`src/design/mci_map.vh`:
```
`ifndef MCI_MAP_VH
`define MCI_MAP_VH

// Instruction classes presented at decode
`define MCI_OP_W 4
`define MCI_OP_NONE 4'h0
`define MCI_OP_MAC_LONG 4'h1
`define MCI_OP_MAC_WORD 4'h2
`define MCI_OP_DMUL_LONG 4'h3
`define MCI_OP_MUL_WORD 4'h4
`define MCI_OP_ST_GPR 4'h5
`define MCI_OP_ST_MEM 4'h6
`define MCI_OP_LD_GPR 4'h7
`define MCI_OP_LD_MEM 4'h8

// Multiplier busy cycles after the last memory access stage
`define MCI_BUSY_W 3
`define MCI_BUSY_MAC_LONG 3'h4
`define MCI_BUSY_MAC_WORD 3'h2
`define MCI_BUSY_DMUL_LONG 3'h4
`define MCI_BUSY_MUL_WORD 3'h2

// Memory access phase, one-hot
`define MCI_PH_W 3
`define MCI_PH_IDLE 3'h1
`define MCI_PH_FIRST 3'h2
`define MCI_PH_LAST 3'h4

`endif
```
`src/design/mci_interlock.v`:
```
`timescale 1ns/1ps
`include "mci_map.vh"

module mci_interlock #(
   parameter [`MCI_BUSY_W-1:0] BUSY_MAC_LONG = `MCI_BUSY_MAC_LONG,
   parameter [`MCI_BUSY_W-1:0] BUSY_MAC_WORD = `MCI_BUSY_MAC_WORD,
   parameter [`MCI_BUSY_W-1:0] BUSY_DMUL_LONG = `MCI_BUSY_DMUL_LONG,
   parameter [`MCI_BUSY_W-1:0] BUSY_MUL_WORD = `MCI_BUSY_MUL_WORD
) (
   // Clock and reset
   input wire mclk_i,
   input wire rst_n_i,
   // Decode side
   input wire dec_valid_i,
   input wire [`MCI_OP_W-1:0] dec_op_i,
   output reg dec_stall_o,
   // Instruction fetch side
   input wire if_req_i,
   output reg if_grant_o,
   // Memory access stage and multiplier
   output reg [`MCI_PH_W-1:0] ma_phase_o,
   output reg [`MCI_OP_W-1:0] ma_op_o,
   output reg ma_stretch_o,
   output reg ma_bus_o,
   output reg ma_mul_o,
   output reg mul_busy_o,
   output reg [`MCI_BUSY_W-1:0] busy_cnt_o
);

   // ==========================================================
   // Reset release
   // ==========================================================
   reg rst_s1_q;
   reg rst_s2_q;

   always @(posedge mclk_i or negedge rst_n_i) begin
      if (!rst_n_i) begin
         rst_s1_q <= 1'b0;
         rst_s2_q <= 1'b0;
      end else begin
         rst_s1_q <= 1'b1;
         rst_s2_q <= rst_s1_q;
      end
   end

   wire rst_n = rst_s2_q;

   // ==========================================================
   // Instruction class properties
   // ==========================================================
   function two_access;
      input [`MCI_OP_W-1:0] op;
      begin
         two_access = (op == `MCI_OP_MAC_LONG) ||
            (op == `MCI_OP_MAC_WORD) || (op == `MCI_OP_DMUL_LONG);
      end
   endfunction

   function has_access;
      input [`MCI_OP_W-1:0] op;
      begin
         has_access = (op != `MCI_OP_NONE);
      end
   endfunction

   // Whether the last access touches the bus
   function last_uses_bus;
      input [`MCI_OP_W-1:0] op;
      begin
         case (op)
            `MCI_OP_MAC_LONG,
            `MCI_OP_MAC_WORD,
            `MCI_OP_DMUL_LONG,
            `MCI_OP_MUL_WORD,
            `MCI_OP_ST_GPR,
            `MCI_OP_ST_MEM,
            `MCI_OP_LD_GPR,
            `MCI_OP_LD_MEM: last_uses_bus = 1'b1;
            default: last_uses_bus = 1'b0;
         endcase
      end
   endfunction

   function [`MCI_BUSY_W-1:0] busy_len;
      input [`MCI_OP_W-1:0] op;
      begin
         case (op)
            `MCI_OP_MAC_LONG: busy_len = BUSY_MAC_LONG;
            `MCI_OP_MAC_WORD: busy_len = BUSY_MAC_WORD;
            `MCI_OP_DMUL_LONG: busy_len = BUSY_DMUL_LONG;
            `MCI_OP_MUL_WORD: busy_len = BUSY_MUL_WORD;
            default: busy_len = {`MCI_BUSY_W{1'b0}};
         endcase
      end
   endfunction

   // ==========================================================
   // State
   // ==========================================================
   reg ex_vld_q;
   reg [`MCI_OP_W-1:0] ex_op_q;
   reg [`MCI_PH_W-1:0] ph_q;
   reg [`MCI_PH_W-1:0] ph_d;
   reg [`MCI_OP_W-1:0] ma_op_q;
   reg [`MCI_OP_W-1:0] ma_op_d;
   reg [`MCI_BUSY_W-1:0] busy_q;
   reg [`MCI_BUSY_W-1:0] busy_d;
   reg split_q;

   wire in_first = ph_q[1];
   wire in_last = ph_q[2];
   wire busy = (busy_q != {`MCI_BUSY_W{1'b0}});

   // Every last access waits while the multiplier is busy
   wire ma_wait = in_last && busy && !split_q;

   wire bus_now = !split_q && !ma_wait &&
      (in_first || (in_last && last_uses_bus(ma_op_q)));

   // Fetch refused by a memory access takes the next cycle
   wire split_d = bus_now && if_req_i;

   wire last_done = in_last && !ma_wait && !split_q;
   wire first_done = in_first && !split_q;

   // Any two-access class keeps the follower's decode held
   wire go = !split_q && (ph_q[0] || last_done);

   wire issue = go && dec_valid_i;

   // ==========================================================
   // Memory access sequencing
   // ==========================================================
   always @* begin
      ph_d = ph_q;
      ma_op_d = ma_op_q;
      if (first_done) begin
         ph_d = `MCI_PH_LAST;
      end else if (go) begin
         if (ex_vld_q && has_access(ex_op_q)) begin
            ma_op_d = ex_op_q;
            if (two_access(ex_op_q)) begin
               ph_d = `MCI_PH_FIRST;
            end else begin
               ph_d = `MCI_PH_LAST;
            end
         end else begin
            ph_d = `MCI_PH_IDLE;
            ma_op_d = `MCI_OP_NONE;
         end
      end
   end

   // ==========================================================
   // Multiplier busy counter
   // ==========================================================
   always @* begin
      busy_d = busy_q;
      if (last_done && (busy_len(ma_op_q) != {`MCI_BUSY_W{1'b0}})) begin
         busy_d = busy_len(ma_op_q);
      end else if (busy) begin
         busy_d = busy_q - {{(`MCI_BUSY_W-1){1'b0}}, 1'b1};
      end
   end

   // ==========================================================
   // Compute stage next state
   // ==========================================================
   reg ex_vld_d;
   reg [`MCI_OP_W-1:0] ex_op_d;

   // Compute stage advances only when the access stage frees
   always @* begin
      ex_vld_d = ex_vld_q;
      ex_op_d = ex_op_q;
      if (go) begin
         ex_vld_d = issue;
         if (issue) begin
            ex_op_d = dec_op_i;
         end else begin
            ex_op_d = `MCI_OP_NONE;
         end
      end
   end

   // ==========================================================
   // State registers
   // ==========================================================
   always @(posedge mclk_i or negedge rst_n) begin
      if (!rst_n) begin
         ex_vld_q <= 1'b0;
         ex_op_q <= `MCI_OP_NONE;
      end else begin
         ex_vld_q <= ex_vld_d;
         ex_op_q <= ex_op_d;
      end
   end

   always @(posedge mclk_i or negedge rst_n) begin
      if (!rst_n) begin
         ph_q <= `MCI_PH_IDLE;
         ma_op_q <= `MCI_OP_NONE;
      end else begin
         ph_q <= ph_d;
         ma_op_q <= ma_op_d;
      end
   end

   always @(posedge mclk_i or negedge rst_n) begin
      if (!rst_n) begin
         busy_q <= {`MCI_BUSY_W{1'b0}};
      end else begin
         busy_q <= busy_d;
      end
   end

   always @(posedge mclk_i or negedge rst_n) begin
      if (!rst_n) begin
         split_q <= 1'b0;
      end else begin
         split_q <= split_d;
      end
   end

   // ==========================================================
   // Output next values
   // ==========================================================
   wire dec_stall_d = dec_valid_i && !go;
   wire if_grant_d = if_req_i && !bus_now;
   // Access held by a busy multiplier
   wire ma_stretch_d = ma_wait;
   wire ma_bus_d = bus_now;
   wire ma_mul_d = last_done;
   wire mul_busy_d = busy;

   // ==========================================================
   // Registered outputs
   // ==========================================================
   always @(posedge mclk_i or negedge rst_n) begin
      if (!rst_n) begin
         dec_stall_o <= 1'b0;
      end else begin
         dec_stall_o <= dec_stall_d;
      end
   end

   always @(posedge mclk_i or negedge rst_n) begin
      if (!rst_n) begin
         if_grant_o <= 1'b0;
      end else begin
         if_grant_o <= if_grant_d;
      end
   end

   always @(posedge mclk_i or negedge rst_n) begin
      if (!rst_n) begin
         ma_phase_o <= `MCI_PH_IDLE;
      end else begin
         ma_phase_o <= ph_q;
      end
   end

   always @(posedge mclk_i or negedge rst_n) begin
      if (!rst_n) begin
         ma_op_o <= `MCI_OP_NONE;
      end else begin
         ma_op_o <= ma_op_q;
      end
   end

   always @(posedge mclk_i or negedge rst_n) begin
      if (!rst_n) begin
         ma_stretch_o <= 1'b0;
      end else begin
         ma_stretch_o <= ma_stretch_d;
      end
   end

   always @(posedge mclk_i or negedge rst_n) begin
      if (!rst_n) begin
         ma_bus_o <= 1'b0;
      end else begin
         ma_bus_o <= ma_bus_d;
      end
   end

   always @(posedge mclk_i or negedge rst_n) begin
      if (!rst_n) begin
         ma_mul_o <= 1'b0;
      end else begin
         ma_mul_o <= ma_mul_d;
      end
   end

   always @(posedge mclk_i or negedge rst_n) begin
      if (!rst_n) begin
         mul_busy_o <= 1'b0;
      end else begin
         mul_busy_o <= mul_busy_d;
      end
   end

   always @(posedge mclk_i or negedge rst_n) begin
      if (!rst_n) begin
         busy_cnt_o <= {`MCI_BUSY_W{1'b0}};
      end else begin
         busy_cnt_o <= busy_q;
      end
   end

endmodule

```
`config.mk`:
```
export PLATFORM = sky130hd
export DESIGN_NAME = mci_interlock
export DESIGN_NICKNAME = d
export VERILOG_FILES = /design/src/design/mci_interlock.v
export VERILOG_INCLUDE_DIRS = /design/src /design/src/design
export SDC_FILE = /design/constraint.sdc
export NUM_CORES = 1
export LEC_CHECK = 0
export ABC_AREA = 0
export BUFFER_PORTS_ARGS = -buffer_cell sky130_fd_sc_hd__buf_2
export CAP_MARGIN = 20
export CORE_MARGIN = 2
export CORE_UTILIZATION = 40
export CTS_BUF_LIST = sky130_fd_sc_hd__clkbuf_4
export DETAILED_ROUTE_END_ITERATION = 8
export GPL_TIMING_DRIVEN = 0
export PLACE_DENSITY = 0.58
export SLEW_MARGIN = 20
export SYNTH_ARGS = -nofsm -noshare
export SYNTH_HDL_FRONTEND = slang
export SYNTH_SLANG_ARGS = --single-unit
```
`constraint.sdc`:
```
create_clock -name mclk_i -period 1.7 [get_ports mclk_i]
set_input_delay 0.085 -clock mclk_i [delete_from_list [all_inputs] [get_ports mclk_i]]
set_output_delay 0.085 -clock mclk_i [all_outputs]
set_load 0.1 [all_outputs]
```
Yosys cells after proc, flatten, opt, wreduce, memory -nomap -nowiden

Memories as Yosys holds them, arrays and structs flattened.
Cells that the tools add are included.

Register bits after elaboration: 34
Memory bits (read-only): 16
Output and inout port bits: 16
Memories kept: 1

Add/sub/neg operators: 1
Equality and inequality tests: 7
Muxes and demuxes: 9
Bitwise operators: 1
Reductions and logical operators: 31

Memory list:

| memory          | depth | bits a word | read ports | clocked after Yosys merged registers in | wr ports | RTL line           | source |
|---|---|---|---|---|---|---|---|
| (no name shown) | 16    | 1           | 1          | 0                                       | 0        | mci_interlock.v:70 | `case (op)` |

Operators with widths:

| operator                                                            | count |
|---|---|
| 3-bit 2-to-1 mux                                                    | 6 |
| 4-bit by 2-bit == test with 1-bit output (second input constant)    | 4 |
| 1-bit logical AND                                                   | 15 |
| 4-bit by 1-bit == test with 1-bit output (second input constant)    | 2 |
| 4-bit 2-to-1 mux                                                    | 2 |
| 3-bit case mux with 2 select lines                                  | 1 |
| 3-bit nonzero test                                                  | 2 |
| 4-bit by 3-bit == test with 1-bit output (second input constant)    | 1 |
| 1-bit logical NOT                                                   | 4 |
| 1-bit logical OR                                                    | 4 |
| 2-bit nonzero test                                                  | 2 |
| 4-bit nonzero test                                                  | 1 |
| 2-bit OR reduction                                                  | 2 |
| 3-bit by 1-bit subtractor with 3-bit output (second input constant) | 1 |
| 2-bit AND reduction                                                 | 1 |
| 1-bit NOT                                                           | 1 |

Longest topological paths before layout

Gate-level depths: netlist (run 1).

Depth after elaboration: 10
Gate-level depth with buffers: 6
Gate-level depth less buffers: 5

Least setup slack after synthesis (run 1)

No wires, ideal clock.

Path type: register to register
From: register busy_q[0]
To: register ex_vld_q
Library setup time: 125 ps
Arrival time: 1449 ps
Required time: 1575 ps
Setup slack: 126 ps
Stages on the path, launching flop included: 6
Cells stage by stage: dfrtp_1 > inv_1 > ha_1 > nand3b_1 > a21oi_2 > mux2_2

Cells in the longest elaborated chain, start to end: 9

RTL lines:

| element                           | RTL line            | source |
|---|---|---|
| start: declaration                | mci_interlock.v:106 | `` reg [`MCI_BUSY_W-1:0] busy_q; `` |
| start signal: assignment          | mci_interlock.v:211 | `` busy_q <= {`MCI_BUSY_W{1'b0}}; `` |
| start signal: assignment          | mci_interlock.v:213 | `busy_q <= busy_d;` |
| 3-bit nonzero test *              | mci_interlock.v:112 | `` wire busy = (busy_q != {`MCI_BUSY_W{1'b0}}); `` |
| 1-bit logical AND * (2 in series) | mci_interlock.v:115 | `wire ma_wait = in_last && busy && !split_q;` |
| 1-bit logical NOT *               | mci_interlock.v:123 | `wire last_done = in_last && !ma_wait && !split_q;` |
| 1-bit logical AND * (2 in series) | mci_interlock.v:123 |  |
| 1-bit logical OR *                | mci_interlock.v:127 | `wire go = !split_q && (ph_q[0] \|\| last_done);` |
| 1-bit logical AND *               | mci_interlock.v:127 |  |
| 1-bit logical AND                 | mci_interlock.v:129 | `wire issue = go && dec_valid_i;` |
| end signal: assignment            | mci_interlock.v:194 | `ex_vld_q <= ex_vld_d;` |
| end: declaration                  | mci_interlock.v:100 | `reg ex_vld_q;` |

Every way passes the cells marked *; elsewhere a longest branch is shown, timed or not.
A chain may end at the register's enable or synchronous reset.

Final worst setup path (run 1)

Ends and elaborated chain as after synthesis.

==> impl_metrics.py, run 1 <==
metrics = {
    "placed_design": {
        "io_buffers": 23,
        "dp_cells": 172,
        "dp_hpwl_um": 1540,
        "gp_congestion": 0.759,
    },
    "synthesis": {
        "ys_seq_area_share_pct": 64.3,
        "synth_top_family_by_area": "simple AND/OR/NAND/NOR gates",
        "synthMuxAreaShare_pct": 7.63,
        "syn-num-nets": 115,
        "yosys.area_share.simple_pct": 12.0,
        "synth_cells": 105,
        "synthDistinctLibCells": 36,
        "avgSynthCellArea_sq_um": 12.6,
        "synth_warnings": 0,
        "syn_area_sq_um": 1330,
        "synth_compound_area_share_pct": 8.20,
        "ys_ff_latch": 34,
        "yosys.area_share.adder_pct": 1.89,
        "synth_xor_area_share_pct": 1.98,
    },
    "grt": {
        "grtUsageTotal_pct": 14.7,
        "grt.overflow.total": 0,
        "antenna_found_initial": 0,
        "grt_max_degree": 33,
        "grt_first_pass_wirelength_um": 3880,
        "grt_pass1_vias": 853,
    },
    "setup_path": {
        "crit_arrival_ps": 1820,
        "cpPeakStageDelay_ps": 420,
        "crit_chain": "inv_1 -> ha_1 -> nand3b_1 -> a21oi_4 -> mux2_2",
        "cp-start-kind": "flop",
        "criticalPathCategory": "flop to flop",
        "crit_fanout": 4,
        "crit_required_ps": 1930,
        "critPathSlowestCell": "dfrtp_1",
        "crit_path_end_kind": "flop",
    },
    "clock_tree": {
        "cts_buffers": 5,
        "cts_tree": "built",
        "path_clk_slew_ps": 100,
        "cts-root-buf": "clkbuf_4",
        "clk_path_buf_depth": 2,
        "insertion_delay_ps": 340,
        "cts-htree-levels": 2,
        "cts.sinks": 34,
    },
    "timing": {
        "setup_viol": 0,
        "hold_violations": 0,
        "slew_headroom_pct": 55.5,
        "finalClockSkew_ps": 7.11,
        "max_slew.worst_pin.slew_ps": 667,
        "fin_setup_tns_ps": 0,
        "period_needed_ps": 1590,
        "fmax_mhz": 630,
        "finalCritPeriodShare_pct": 93.3,
        "slew_viol_final": 0,
    },
    "final_layout": {
        "area_delta_synth_final_pct": 24.3,
        "fillerInstances": 302,
        "drive_above_1_share_pct": 29.7,
        "nets": 154,
        "fin_cells": 189,
        "antenna_cells": 0,
    },
    "drt": {
        "firstDrtPassIters": 4,
        "drt_iter0_drc": 38,
        "routed_wl_um": 2210,
        "post_drt_wl_per_cell_um": 11.7,
        "routed_via_density": 4.56,
        "ant_nets": 0,
        "route.detailed.drc": 0,
        "vias": 861,
    },
    "die": {
        "start_util_pct": 42.8,
        "core_sq_um": 3100,
        "num_io_pins": 24,
        "die_h_um": 61.6,
        "fp.dieW_um": 61.6,
        "dieArea_sq_um": 3800,
        "fp-row-count": 20,
    },
    "run": {
        "cap_violations": 0,
    },
    "power_and_ir_drop": {
        "vdd_drop_max_v": 0.000527,
        "p_leak_nw": 0.835,
        "powerDensity_nw_per_um2": 802,
    },
    "min_path": {
        "min_path_type": "input port to flop",
    },
    "outcome": {
        "status": "finished, final reports clean",
    },
}
[cells in the mapped netlist]
cell | count | area (sq um)
mux2i_1 | 9 | 90.1
o31ai_1 | 1 | 7.51
and4_1 | 1 | 8.76
or2_1 | 1 | 6.26
a31oi_1 | 2 | 12.5
a21boi_2 | 1 | 11.3
and4bb_2 | 1 | 12.5
clkbuf_2 | 1 | 5.00
a21oi_2 | 1 | 8.76
or4_1 | 2 | 15.0
nand2b_1 | 2 | 12.5
o22a_1 | 1 | 8.76
xor2_1 | 1 | 8.76
o21ai_0 | 1 | 5.00
o311a_1 | 1 | 10.0
dfrtp_1 | 32 | 801
nand4_1 | 1 | 6.26
ha_1 | 2 | 25.0
dfstp_2 | 2 | 52.6
nand3b_1 | 1 | 7.51
and3b_1 | 1 | 8.76
a211oi_1 | 1 | 7.51
and3_4 | 1 | 11.3
mux2_2 | 1 | 11.3
o21ba_2 | 1 | 10.0
conb_1 | 1 | 3.75
inv_1 | 11 | 41.3
a21oi_1 | 2 | 10.0
nand2_1 | 11 | 41.3
xnor2_1 | 2 | 17.5
clkbuf_1 | 1 | 3.75
nor2b_1 | 1 | 6.26
a32o_1 | 1 | 10.0
nor2_1 | 4 | 15.0
o21a_1 | 1 | 7.51
nor3b_1 | 1 | 7.51
[path summary, 6_finish.rpt]
path                              from              to  slack [ps]  cells past startpoint
max                          busy_q[0]        ex_vld_q         110                      5
min                        dec_valid_i      ex_op_q[2]          20                      3
max reg2reg                  busy_q[0]        ex_vld_q         110                      5
min reg2reg                      rst_n  busy_len.op[0]         310                      0
max in group asynchronous        rst_n   busy_cnt_o[0]         960                      0
min in group asynchronous      rst_n_i           rst_n          50                      2
[per-stage QoR]
| step | setup slack [ps] | utilization, % | instance area [sq um] | hold WS, ps | power (mW) |
|---|---|---|---|---|---|
| 2_1_floorplan | 126 | - | 1330 | -211 | 0.885 |
| 3_3_place_gp | -18.1 | 48.3 | 1500 | -130 | 0.904 |
| 3_5_place_dp | -31.0 | 48.3 | 1500 | -127 | 0.907 |
| 4_1_cts | 31.9 | 52.2 | 1620 | 14.5 | 1.34 |
| 5_1_grt | -0.805 | 53.2 | 1650 | 28.8 | 1.39 |
| 6_report | 114 | 53.2 | 1650 | 24.7 | 1.32 |
[worst max-delay path, delay by kind of cell (launching register included)]
kind	cells	cell delay, ps
DFF	1	420
muxes	1	350
AOI/OAI and AO/OA	1	230
adders and majority gates	1	210
and+or+nand+nor	1	200
buffers and inverters	1	90
[routing by layer]
layer | GRT usage [%] | vias to the layer above | part of all wire, %
met4 | 9.12 | 0 | 3.1
met2 | 22.1 | 16 | 46
met5 | 0 | - | 0
li1 | - | 438 | -
met3 | 4.41 | 7 | 3.7
met1 | 18.6 | 400 | 47
[flip-flops by register name, indices dropped and copies added (netlist names), 3 cells and up]
signal / count
busy_cnt_o: 3
busy_len.op: 4
busy_q: 3
ex_op_q: 4
ma_op_o: 4
ma_phase_o: 3
ph_q: 3
[timing repair]
item / in CTS / in global routing
hold endpoints to repair: 7 / 0
endpoints found under the setup margin: 1 / 5
resized for setup: 1 / 1
setup buffers: 0 / 3
cloned: 0 / 0
pin swaps: 0 / 1
hold buffers: 6 / 0
[cell usage in the layout (no fill, tap or decap), types with 2 or more instances in the layout]
master | Yosys | layout
dfstp_2 | 2 | 2
buf_2 | 0 | 23
clkbuf_4 | 0 | 5
a21oi_1 | 2 | 2
or4_1 | 2 | 2
nor2_1 | 4 | 4
mux2i_1 | 9 | 9
a31oi_1 | 2 | 2
xnor2_1 | 2 | 2
inv_1 | 11 | 11
ha_1 | 2 | 2
buf_4 | 0 | 3
nand2b_1 | 2 | 2
dlygate4sd3_1 | 0 | 6
nand2_1 | 11 | 11
dfrtp_1 | 32 | 31
[power breakdown]
group          leakage (nW)  switching (mW)  internal, mW  total (mW)
Sequential            0.451          0.0218         0.819       0.841
Combinational         0.355          0.0332        0.0253      0.0585
Clock                0.0286           0.271         0.154       0.425
[final cells by class]
type	instances	area, sq um	area share, %
sequential	34	855	51.8
multi-input combinational	58	439	26.6
timing repair buffer	32	198	12.0
tap	44	55.1	3.34
inverter	11	41.3	2.50
clock buffer	5	37.5	2.27
clock inverter	3	16.3	0.986
buffer	2	8.76	0.531
[kinds of logic after synthesis]
family                   after synthesis
AND/OR/NAND/NOR                       28
buffers and inverters                 13
XOR/XNOR                               3
other                                  1
multiplexers                          10
flip-flops                            34
AO/OA/AOI/OAI                         14
adder cells (fa/ha/maj)                2
(Power assumes the default switching activity.)
==> run 2: changes to the inputs <==
CTS_BUF_LIST = not set   (was sky130_fd_sc_hd__clkbuf_4)
==> run 2 against run 1 <==
Against the previous run: power increased by 3.6%; die area stayed put; hold slack unchanged; sequential cell count unchanged; register-to-register slack barely moved; largest cell class unchanged; cell count unchanged; sequential power is essentially flat; critical path type unchanged; worst setup slack is the same; first-iteration DRC count fell by 5.3%; clock-buffer cell count rose by 1.
==> impl_metrics.py, run 2 (synthesized netlist as in run 1, its figures left out) <==
metrics = {
    "drt": {
        "route.detailed.drc": 0,
        "routed_wl_um": 2210,
        "vias": 862,
        "routed_via_density": 4.56,
        "firstDrtPassIters": 4,
        "drt_iter0_drc": 36,
        "ant_nets": 0,
        "post_drt_wl_per_cell_um": 11.7,
    },
    "timing": {
        "max_slew.worst_pin.slew_ps": 667,
        "period_needed_ps": 1590,
        "hold_violations": 0,
        "slew_headroom_pct": 55.5,
        "fmax_mhz": 630,
        "worst_slack_ps": 114,
        "setup_viol": 0,
        "fin_setup_tns_ps": 0,
        "finalClockSkew_ps": 7.11,
        "hold-worst-slack_ps": 24.7,
        "slew_viol_final": 0,
        "finalCritPeriodShare_pct": 93.3,
    },
    "final_layout": {
        "stdcell_area_sq_um": 1660,
        "mostFrequentLayoutCells": "dfrtp_1, buf_2, inv_1, nand2_1, mux2i_1",
        "antenna_cells": 0,
        "final_common_cell": "dfrtp_1",
        "fin_cells": 189,
        "fillerInstances": 299,
        "area_delta_synth_final_pct": 25.1,
        "nets": 154,
        "drive_above_1_share_pct": 30.3,
        "final_core_util_pct": 53.5,
    },
    "clock_tree": {
        "path_clk_slew_ps": 100,
        "cts.sinks": 34,
        "cts_buffers": 5,
        "clk_path_buf_depth": 2,
        "insertion_delay_ps": 340,
        "cts-root-buf": "clkbuf_4",
        "cts_tree": "built",
        "cts-htree-levels": 2,
    },
    "run": {
        "cap_violations": 0,
    },
    "grt": {
        "grtUsageTotal_pct": 14.8,
        "grt_max_degree": 33,
        "grt_first_pass_wirelength_um": 3910,
        "grt.overflow.total": 0,
        "grt_pass1_vias": 855,
        "antenna_found_initial": 0,
    },
    "power_and_ir_drop": {
        "powerDensity_nw_per_um2": 826,
        "vdd_drop_max_v": 0.000540,
        "power_mw": 1.37,
        "p_leak_nw": 0.840,
    },
    "min_path": {
        "min_path_type": "input port to flop",
    },
    "outcome": {
        "status": "finished, final reports clean",
    },
    "setup_path": {
        "crit_required_ps": 1930,
        "r2r_setup_slack_ps": 110,
        "crit_fanout": 4,
        "cp-start-kind": "flop",
        "criticalPathCategory": "flop to flop",
        "crit_arrival_ps": 1820,
        "crit_path_end_kind": "flop",
    },
    "die": {
        "fp-row-count": 20,
        "fp.dieW_um": 61.6,
        "num_io_pins": 24,
        "start_util_pct": 42.8,
        "core_sq_um": 3100,
        "dieArea_sq_um": 3800,
        "die_h_um": 61.6,
    },
    "placed_design": {
        "placed_area_sq_um": 1500,
        "gp_congestion": 0.759,
        "dp_slack_ps": -31.0,
        "io_buffers": 23,
        "dp_hpwl_um": 1540,
        "dp_cells": 172,
    },
}
-- run 2: changes by cell type in the layout (fill, tap and decap cells not counted) --
cell | previous run | this run
clkinv_1 | 1 | 0
clkbuf_8 | 0 | 1
-- run 2: path summary, 6_finish.rpt --
kind	start	endpoint	cells past startpoint
worst min-delay path	dec_valid_i	ex_op_q[2]	3
worst max-delay path	busy_q[0]	ex_vld_q	5
min in group asynchronous	rst_n_i	rst_n	2
max in group asynchronous	rst_n	busy_cnt_o[0]	0
worst max register to register	busy_q[0]	ex_vld_q	5
worst min register to register	rst_n	busy_len.op[0]	0
-- run 2: worst max-delay path, cell delays in order, from the launching register on --
cell and delay, ps:
dfrtp_1 420, inv_1 90, ha_1 210, nand3b_1 200, a21oi_4 230, mux2_2 350
-- run 2: cell type report --
class / instances / area (sq um) / share of cell area (%)
sequential: 34 / 855 / 51.5
multi-input combinational: 58 / 439 / 26.5
timing repair buffer: 32 / 198 / 11.9
tap: 44 / 55.1 / 3.32
clock buffer: 6 / 51.3 / 3.09
inverter: 11 / 41.3 / 2.49
clock inverter: 2 / 12.5 / 0.754
buffer: 2 / 8.76 / 0.528
-- run 2: power breakdown --
group | switching [mW] | leakage, nW | internal (mW)
Combinational | 0.0332 | 0.355 | 0.0253
Clock | 0.273 | 0.0343 | 0.199
Sequential | 0.0218 | 0.451 | 0.819
Total | 0.328 | 0.840 | 1.04
-- run 2: repair_timing --
action / CTS / global route
hold buffers: 6 / 0
hold endpoints to repair: 7 / 0
pin swaps: 0 / 1
gates resized for setup: 1 / 1
endpoints found under the setup margin: 1 / 5
setup buffers: 0 / 3
-- run 2: per-layer routing --
| layer | up-vias | GRT usage (%) | routed length, um |
|---|---|---|---|
| met3 | 7 | 4.41 | 82 |
| met4 | 0 | 9.12 | 68 |
| met2 | 16 | 22.4 | 1030 |
| li1 | 438 | - | - |
| met1 | 401 | 18.6 | 1040 |
| met5 | - | 0 | 0 |
